==> config.mk <==
export PLATFORM = sky130hd
export DESIGN_NAME = pio_port_block
export DESIGN_NICKNAME = d
export VERILOG_FILES = /design/src/rtl/pio_pkg.sv /design/src/rtl/pio_port_block.sv
export SDC_FILE = /design/constraint.sdc
export NUM_CORES = 1
export LEC_CHECK = 0
export BUFFER_PORTS_ARGS = -buffer_cell sky130_fd_sc_hd__clkbuf_2
export CAP_MARGIN = 20
export CORE_UTILIZATION = 45
export CTS_CLUSTER_DIAMETER = 200
export DETAILED_ROUTE_END_ITERATION = 6
export PLACE_DENSITY_LB_ADDON = 0.08
export SYNTH_ARGS = -nofsm -noshare
export SYNTH_HDL_FRONTEND = slang
export SYNTH_SLANG_ARGS = --single-unit
==> constraint.sdc <==
create_clock -name ref_clk -period 3.5 [get_ports ref_clk]
set_input_delay 0.7 -clock ref_clk [delete_from_list [all_inputs] [get_ports ref_clk]]
set_output_delay 0.7 -clock ref_clk [all_outputs]
set_load 0.02 [all_outputs]
==> src/rtl/pio_pkg.sv <==
package pio_pkg;

  // ----------------------------------------------------------------
  // register addresses
  // ----------------------------------------------------------------
  localparam logic [7:0] ADDR_PORT0_LATCH = 8'h80;
  localparam logic [7:0] ADDR_PORT1_LATCH = 8'h90;
  localparam logic [7:0] ADDR_PORT2_LATCH = 8'hA0;
  localparam logic [7:0] ADDR_PORT3_LATCH = 8'hB0;
  localparam logic [7:0] ADDR_PORT0_DRIVE = 8'hA4;
  localparam logic [7:0] ADDR_PORT1_DRIVE = 8'hA5;
  localparam logic [7:0] ADDR_PORT2_DRIVE = 8'hA6;
  localparam logic [7:0] ADDR_PORT3_DRIVE = 8'hA7;
  localparam logic [7:0] ADDR_PORT0_BYPASS = 8'hD4;
  localparam logic [7:0] ADDR_PORT1_BYPASS = 8'hD5;
  localparam logic [7:0] ADDR_PORT2_BYPASS = 8'hD6;
  localparam logic [7:0] ADDR_PORT3_BYPASS = 8'hDF;
  localparam logic [7:0] ADDR_ROUTING_THIRD = 8'hE3;
  localparam logic [7:0] ADDR_PORT0_ANALOG = 8'hF1;
  localparam logic [7:0] ADDR_PORT1_ANALOG = 8'hF2;
  localparam logic [7:0] ADDR_PORT2_ANALOG = 8'hF3;
  localparam logic [7:0] ADDR_PORT3_ANALOG = 8'hF4;

  // ----------------------------------------------------------------
  // field layout and reset values
  // ----------------------------------------------------------------
  localparam int UART_ROUTE_BIT = 0;
  localparam int BIT_SEL_W = 3;
  localparam int NUM_PORTS = 4;
  localparam logic [7:0] LATCH_RESET = 8'hFF;
  localparam logic [7:0] INPUT_MODE_RESET = 8'hFF;
  localparam logic [7:0] DRIVE_TYPE_RESET = 8'h00;
  localparam logic [7:0] BYPASS_RESET = 8'h00;
  localparam logic [7:0] ROUTING_RESET = 8'h00;
  localparam logic [7:0] READ_NONE = 8'h00;
  localparam logic [7:0] PORT3_SMALL_MASK = 8'h01;
  localparam logic [7:0] PORT3_FULL_MASK = 8'hFF;

  // ----------------------------------------------------------------
  // carriers
  // ----------------------------------------------------------------
  typedef struct packed {
    logic [7:0] addr;
    logic [7:0] wdata;
    logic wr;
    logic rd;
    logic bit_mode;
    logic rmw;
  } pio_sfr_req_t;

  typedef struct packed {
    logic [7:0] assigned;
    logic [7:0] out;
    logic [7:0] oe;
    logic [7:0] open_drain;
  } pio_xbar_pin_t;

  typedef struct packed {
    logic [7:0] out;
    logic [7:0] oe;
    logic [7:0] pullup_en;
    logic [7:0] rx_en;
  } pio_pin_ctl_t;

  typedef struct packed {
    logic [NUM_PORTS-1:0][7:0] latch;
    logic [NUM_PORTS-1:0][7:0] input_mode;
    logic [NUM_PORTS-1:0][7:0] drive_type;
    logic [NUM_PORTS-1:0][7:0] bypass;
    logic second_uart_route_en;
    logic [NUM_PORTS-1:0][7:0] sync1;
    logic [NUM_PORTS-1:0][7:0] sync2;
    logic [7:0] rdata;
  } pio_state_t;

endpackage

==> src/rtl/pio_port_block.sv <==
// Function
// (RULE1) software writes zero to reserved bits 7..1 of third routing reg
// (RULE2) routing bit 0 set routes second uart transmit and receive to pins
// (RULE3) unassigned non-analog pins act as gpio under port registers
// (RULE4) port 0..3 latches take byte and single-bit accesses
// (RULE5) written latch value stored and keeps driving pin data
// (RULE6) ordinary port read returns pin levels, even crossbar-assigned pins
// (RULE7) read-modify-write reads return latch contents instead of pins
// (RULE8) ports 0..2 reach pins per crossbar routing, only when enabled
// (RULE9) latch zero drives low; one drives high push-pull, else released
// (RULE10) analog input pin reads zero; digital pin read directly
// (RULE11) input mode zero is analog: pull-up, driver, receiver disabled
// (RULE12) input mode one is digital; input mode regs reset to ones
// (RULE13) drive type zero open-drain, one push-pull; resets to zeros
// (RULE14) drive type ignored while the pin is analog
// (RULE15) smbus data or clock pins are always open-drain
// (RULE16) bypass bit one makes crossbar skip pin; bypass resets to zero
// (RULE17) software sets bypass on analog and special-function pins
// (RULE18) port 3 latch drives pins subject to drive and input mode
// (RULE19) port 3 bits 1..7 removable by parameter for small packages
// (RULE20) crossbar disabled means all port 0..3 drivers off
// (RULE21) weak pull-up on open-drain digital pins unless disabled
// (RULE22) weak pull-up off on any pin driving low
// (RULE23) single-bit latch write changes only the addressed bit
// (RULE24) all latches reset to ones
module pio_port_block #(
  parameter bit PORT3_FULL = 1'b1
) (
  // clock and reset
  input wire logic ref_clk,
  input wire logic rst_b,
  // special function register bus
  input wire pio_pkg::pio_sfr_req_t sfr_req,
  output logic [7:0] sfr_rdata,
  // crossbar controls from the routing registers outside
  input wire logic crossbar_global_en,
  input wire logic weak_pullup_disable,
  // crossbar decoder
  input wire pio_pkg::pio_xbar_pin_t [3:0] xbar_pin,
  output logic [3:0][7:0] crossbar_bypass_mask,
  output logic second_uart_route_en,
  // pins
  input wire logic [3:0][7:0] pin_in,
  output pio_pkg::pio_pin_ctl_t [3:0] pin_ctl,
  output logic [3:0][7:0] pin_level
);

  // ----------------------------------------------------------------
  // constants
  // ----------------------------------------------------------------
  localparam logic [7:0] PORT3_MASK =
    PORT3_FULL ? pio_pkg::PORT3_FULL_MASK : pio_pkg::PORT3_SMALL_MASK;

  localparam pio_pkg::pio_state_t RESET_STATE = '{
    latch: {pio_pkg::NUM_PORTS{pio_pkg::LATCH_RESET}},
    input_mode: {pio_pkg::NUM_PORTS{pio_pkg::INPUT_MODE_RESET}},
    drive_type: {pio_pkg::NUM_PORTS{pio_pkg::DRIVE_TYPE_RESET}},
    bypass: {pio_pkg::NUM_PORTS{pio_pkg::BYPASS_RESET}},
    second_uart_route_en: pio_pkg::ROUTING_RESET[pio_pkg::UART_ROUTE_BIT],
    sync1: {pio_pkg::NUM_PORTS{8'h00}},
    sync2: {pio_pkg::NUM_PORTS{8'h00}},
    rdata: pio_pkg::READ_NONE
  };

  // ----------------------------------------------------------------
  // decode functions
  // ----------------------------------------------------------------
  function automatic logic [2:0] latch_port(input logic [7:0] addr);
    logic [2:0] sel;
    sel = 3'h4;
    case (addr)
      pio_pkg::ADDR_PORT0_LATCH: sel = 3'h0;
      pio_pkg::ADDR_PORT1_LATCH: sel = 3'h1;
      pio_pkg::ADDR_PORT2_LATCH: sel = 3'h2;
      pio_pkg::ADDR_PORT3_LATCH: sel = 3'h3;
      default: sel = 3'h4;
    endcase
    return sel;
  endfunction

  function automatic logic [2:0] drive_port(input logic [7:0] addr);
    logic [2:0] sel;
    sel = 3'h4;
    case (addr)
      pio_pkg::ADDR_PORT0_DRIVE: sel = 3'h0;
      pio_pkg::ADDR_PORT1_DRIVE: sel = 3'h1;
      pio_pkg::ADDR_PORT2_DRIVE: sel = 3'h2;
      pio_pkg::ADDR_PORT3_DRIVE: sel = 3'h3;
      default: sel = 3'h4;
    endcase
    return sel;
  endfunction

  function automatic logic [2:0] bypass_port(input logic [7:0] addr);
    logic [2:0] sel;
    sel = 3'h4;
    case (addr)
      pio_pkg::ADDR_PORT0_BYPASS: sel = 3'h0;
      pio_pkg::ADDR_PORT1_BYPASS: sel = 3'h1;
      pio_pkg::ADDR_PORT2_BYPASS: sel = 3'h2;
      pio_pkg::ADDR_PORT3_BYPASS: sel = 3'h3;
      default: sel = 3'h4;
    endcase
    return sel;
  endfunction

  function automatic logic [2:0] analog_port(input logic [7:0] addr);
    logic [2:0] sel;
    sel = 3'h4;
    case (addr)
      pio_pkg::ADDR_PORT0_ANALOG: sel = 3'h0;
      pio_pkg::ADDR_PORT1_ANALOG: sel = 3'h1;
      pio_pkg::ADDR_PORT2_ANALOG: sel = 3'h2;
      pio_pkg::ADDR_PORT3_ANALOG: sel = 3'h3;
      default: sel = 3'h4;
    endcase
    return sel;
  endfunction

  // ----------------------------------------------------------------
  // state
  // ----------------------------------------------------------------
  pio_pkg::pio_state_t state_reg;
  pio_pkg::pio_state_t state_next;

  logic [3:0][7:0] port_mask;
  logic [3:0][7:0] pin_read;
  logic [7:0] bit_byte_addr;
  logic [2:0] bit_sel;
  logic [2:0] byte_latch_sel;
  logic [2:0] bit_latch_sel;
  logic [2:0] drive_sel;
  logic [2:0] bypass_sel;
  logic [2:0] analog_sel;

  assign port_mask[0] = 8'hFF;
  assign port_mask[1] = 8'hFF;
  assign port_mask[2] = 8'hFF;
  assign port_mask[3] = PORT3_MASK; // RULE19

  assign bit_byte_addr = {sfr_req.addr[7:3], 3'b000};
  assign bit_sel = sfr_req.addr[2:0];
  assign byte_latch_sel = latch_port(sfr_req.addr);
  assign bit_latch_sel = latch_port(bit_byte_addr);
  assign drive_sel = drive_port(sfr_req.addr);
  assign bypass_sel = bypass_port(sfr_req.addr);
  assign analog_sel = analog_port(sfr_req.addr);

  // ----------------------------------------------------------------
  // pin read path
  // ----------------------------------------------------------------
  generate
    for (genvar p = 0; p < pio_pkg::NUM_PORTS; p++) begin : g_read
      // analog pins read zero, digital pins read the synced level
      assign pin_read[p] = state_reg.sync2[p] &
        state_reg.input_mode[p] & port_mask[p]; // RULE10 RULE6
    end
  endgenerate

  // ----------------------------------------------------------------
  // register access
  // ----------------------------------------------------------------
  always_comb begin
    state_next = state_reg;
    state_next.sync1 = pin_in;
    state_next.sync2 = state_reg.sync1;

    // writes
    if (sfr_req.wr && sfr_req.bit_mode) begin
      if (sfr_req.addr[7] && bit_latch_sel < 3'h4) begin
        // only the addressed latch bit changes
        state_next.latch[bit_latch_sel[1:0]][bit_sel] =
          sfr_req.wdata[0]; // RULE4 RULE23
      end
    end else if (sfr_req.wr) begin
      if (byte_latch_sel < 3'h4) begin
        state_next.latch[byte_latch_sel[1:0]] = sfr_req.wdata; // RULE4 RULE5
      end
      if (drive_sel < 3'h4) begin
        state_next.drive_type[drive_sel[1:0]] = sfr_req.wdata; // RULE13
      end
      if (bypass_sel < 3'h4) begin
        state_next.bypass[bypass_sel[1:0]] = sfr_req.wdata; // RULE16
      end
      if (analog_sel < 3'h4) begin
        state_next.input_mode[analog_sel[1:0]] = sfr_req.wdata; // RULE12
      end
      if (sfr_req.addr == pio_pkg::ADDR_ROUTING_THIRD) begin
        // reserved upper bits are not stored
        state_next.second_uart_route_en =
          sfr_req.wdata[pio_pkg::UART_ROUTE_BIT]; // RULE1 RULE2
      end
    end

    // reads
    if (sfr_req.rd && sfr_req.bit_mode) begin
      state_next.rdata = pio_pkg::READ_NONE;
      if (sfr_req.addr[7] && bit_latch_sel < 3'h4) begin
        if (sfr_req.rmw) begin
          state_next.rdata[0] =
            state_reg.latch[bit_latch_sel[1:0]][bit_sel]; // RULE7
        end else begin
          state_next.rdata[0] =
            pin_read[bit_latch_sel[1:0]][bit_sel]; // RULE6
        end
      end
    end else if (sfr_req.rd) begin
      state_next.rdata = pio_pkg::READ_NONE;
      if (byte_latch_sel < 3'h4) begin
        if (sfr_req.rmw) begin
          state_next.rdata = state_reg.latch[byte_latch_sel[1:0]]; // RULE7
        end else begin
          state_next.rdata = pin_read[byte_latch_sel[1:0]]; // RULE6
        end
      end else if (drive_sel < 3'h4) begin
        state_next.rdata = state_reg.drive_type[drive_sel[1:0]];
      end else if (bypass_sel < 3'h4) begin
        state_next.rdata = state_reg.bypass[bypass_sel[1:0]];
      end else if (analog_sel < 3'h4) begin
        state_next.rdata = state_reg.input_mode[analog_sel[1:0]];
      end else if (sfr_req.addr == pio_pkg::ADDR_ROUTING_THIRD) begin
        state_next.rdata[pio_pkg::UART_ROUTE_BIT] =
          state_reg.second_uart_route_en;
      end
    end
  end

  always_ff @(posedge ref_clk) begin
    if (!rst_b) begin
      state_reg <= RESET_STATE; // RULE12 RULE13 RULE16 RULE24
    end else begin
      state_reg <= state_next;
    end
  end

  // ----------------------------------------------------------------
  // pin drive
  // ----------------------------------------------------------------
  generate
    for (genvar p = 0; p < pio_pkg::NUM_PORTS; p++) begin : g_pin
      logic [7:0] digital;
      logic [7:0] drive_en;
      logic [7:0] data;
      logic [7:0] push_pull;
      logic [7:0] wants_drive;
      logic [7:0] oe;

      // analog pins lose driver, receiver and pull-up
      assign digital = state_reg.input_mode[p] & port_mask[p]; // RULE11
      // drivers only while crossbar enabled
      assign drive_en = {8{crossbar_global_en}} & digital; // RULE20 RULE8
      // crossbar-assigned pins carry the peripheral, others the latch
      assign data = (xbar_pin[p].assigned & xbar_pin[p].out) |
        (~xbar_pin[p].assigned & state_reg.latch[p]); // RULE3 RULE8 RULE18
      // drive type ignored on analog pins, smbus forced open-drain
      assign push_pull = state_reg.drive_type[p] & digital &
        ~xbar_pin[p].open_drain; // RULE14 RULE15
      assign wants_drive = ~xbar_pin[p].assigned | xbar_pin[p].oe;
      // low driven when drive_en and wants_drive, high only when also push-pull
      assign oe = drive_en & wants_drive & (~data | push_pull); // RULE9

      assign pin_ctl[p].out = data & digital; // RULE9
      assign pin_ctl[p].oe = oe;
      assign pin_ctl[p].pullup_en = digital & ~push_pull &
        {8{~weak_pullup_disable}} & ~(oe & ~data); // RULE21 RULE22
      assign pin_ctl[p].rx_en = digital; // RULE11
      assign pin_level[p] = pin_read[p];
    end
  endgenerate

  // ----------------------------------------------------------------
  // outputs to crossbar and bus
  // ----------------------------------------------------------------
  assign crossbar_bypass_mask = state_reg.bypass; // RULE16 RULE17
  assign second_uart_route_en = state_reg.second_uart_route_en; // RULE2
  assign sfr_rdata = state_reg.rdata;

endmodule // pio_port_block

==> run metrics <==
FMAX around 350 MHz; simple-gate share of the synthesized area roughly 28%; clk buf depth 3; combinational power share between 10% and 20%; non-filler cells, final around 2,200; Area Growth Syn to Fin 21.4%; post-cts sizing count 0; crit start category register; Fillers roughly 2,600; Num CTS Buffers 22; critical path peak fanout 5; critical path class reg -> out; Post-Syn Area 12,300 um^2; adder and majority gate portion of the synthesized area 0%; fraction of synthesized cell area in xor and xnor cells less than 1%; Synth Area in Compound Gates between 20 and 25%; Synth Instances 1,537; Req. time, crit path roughly 2800 ps; # rows 60; vias in the first global route approximately 12,000; Reg clk slew, reported paths around 60 ps; vias per cell between 6 and 7; mux share of post-synthesis cell area roughly 8.4%; Die Span Y between 150 and 200 um; IO Port Bufs 384; max FFs per register between 90 and 100; Worst Tran Pin Value approximately 950 ps; Placed Cells about 2,200; Yosys warning count 0; Int Pwr between 4 and 5 mW; Overflow after GRT 0; PnR Total Power around 5.6 mW; min cycle time layout about 2800 ps; fin util between 50% and 60%; drt total wl about 57,000 um; WL per Instance 25.9 um; P_sw roughly 1.6 mW; Final Cycle Share 81.3%; largest net degree at the start of global routing roughly 100; post-synthesis sequential area ratio about a third; Clock Sinks 201; main combinational cell family by area after synthesis simple AND/OR/NAND/NOR gates; status completed; max_slew headroom a little over a third; Post-DP Area 14,200 um^2; Final Skew approximately 18 ps; endpoints failing hold 0; first-pass GRT wire length between 80,000 and 90,000 um; Final HPWL DP 43,700 um; hold buffers post-CTS 0; setup violators final 0; H-tree levels 1; switch share 27.9%; CORE AREA 26,900 um^2; Slew Viols, Final 0; post-synth net total about 1,700; RSZ-0062 raised after global routing no; Most used DFF post-synth dfxtp_1; Worst-Skew Late Latency around 530 ps; Vias approximately 13,000; Post-synth EDFFs 0; Flop pwr share between 40% and 50%; CP Capture Type output port; Finished Cell Area 14,900 um^2; Total GRT Usage between 30 and 40%; Async SR Flop Fraction 0%; Pwr Density ~380 nW/um^2; Ports 385; hold crit path type in -> reg; max-cap violations 0; root buf cell clkbuf_16; GPL Wtd Cong 0.987; Synth Register Bits roughly 200; die footprint about 28,000 um^2; clock power share a little over two fifths; average size of a mapped cell ~8 um^2; fraction of layout cells with a size suffix above 1 29.4%; Distinct cells, synth 78; Post-CTS Setup Inserts 0; TNS Setup 0 ps; Initial Util 45.7%; most frequent cells in the layout clkbuf_2, nand2_1, dfxtp_1, and2_1, o21ai_0; initial antenna violation count 5; Leakage approximately 6.4 nW; VDD IR max roughly 510 uV; Iteration-0 DRC Markers about 1,400; CTS tree done; DRC Markers 0; CP arrival 2140 ps; leading cell type in the layout, fill and taps excluded clkbuf_2; Die W 167 um; post-route ant nets 0; Pre-antenna DRT Iters 5; nets@finish 2,022
[logic make-up after synthesis]
kind of cell / Yosys count
multiplexers: 89
XOR/XNOR: 2
AO/OA/AOI/OAI: 392
flip-flops: 201
buffers and inverters: 220
AND/OR/NAND/NOR: 633
[per-layer routing]
layer | vias to the layer above | wire length [um] | track usage, %
li1 | 6045 | - | -
met1 | 6383 | 22400 | 50.1
met2 | 819 | 25500 | 62.6
met3 | 154 | 5660 | 8.15
met4 | 0 | 3300 | 21.6
met5 | - | 0 | 0
[cells in the mapped netlist, types with 5 or more instances]
cell	n	area, um^2
a211oi_1	5	37.5
a21boi_0	51	383
a21oi_1	73	365
a221oi_1	32	280
a22oi_1	25	188
a31oi_1	15	93.8
and2_1	119	744
buf_2	17	85.1
buf_4	77	578
clkbuf_1	65	244
dfxtp_1	201	4020
inv_1	53	199
mux2_2	35	394
mux2i_1	46	460
mux4_2	8	180
nand2_1	238	893
nand2b_1	31	194
nand3_1	55	275
nand3b_1	50	375
nand4_1	12	75.1
nor2_1	46	173
nor2b_1	25	156
nor3_1	16	80.1
nor4b_1	5	43.8
o2111ai_1	23	201
o211ai_1	17	128
o21ai_0	78	390
o21ai_1	5	25.0
o22ai_1	20	125
o311a_1	6	60.1
o32ai_1	5	43.8
[power groups by stage]
| stage | clock network (mW) | registers, mW | logic [mW] |
|---|---|---|---|
| after global routing | 2.49 | 2.36 | 0.916 |
| after global placement | 0 | 2.41 | 0.844 |
| after CTS | 2.40 | 2.36 | 0.852 |
| after detailed placement | 0 | 2.41 | 0.849 |
| final | 2.39 | 2.36 | 0.866 |
| after floorplan | 0 | 2.39 | 0.492 |
[through the flow]
stage,hold WS [ps],worst slack [ps]
after floorplan,412,653
after global placement,414,579
after detailed placement,417,537
after CTS,372,656
after global routing,379,621
final,373,656
[worst paths after layout]
check                                         start             end  cells after the start  slack (ps)
worst max-delay path                 state_reg[187]     pin_ctl[82]                      3         660
worst min-delay path                     pin_in[28]  state_next[36]                      2         370
worst max register to register  g_pin[1].digital[2]    sfr_rdata[0]                      6        1350
worst min register to register       state_next[17]   state_reg[17]                      1         430
[area by class of cell]
class                      count  area [um^2]  share of cell area (%)
clock buffer                  29          617                    4.14
antenna                        3         7.51                  0.0503
clock inverter                10          118                   0.789
tap                          341          427                    2.86
multi-input combinational   1116         7100                    47.6
inverter                      54          203                    1.36
sequential                   201         4020                    27.0
timing repair buffer         443         2420                    16.2
[worst max-delay path, stage by stage, from the launching register on]
cell and delay (ps):
dfxtp_1 410, mux2_2 330, a221oi_1 590, clkbuf_2 290
Power figures use the tool's default switching activity.
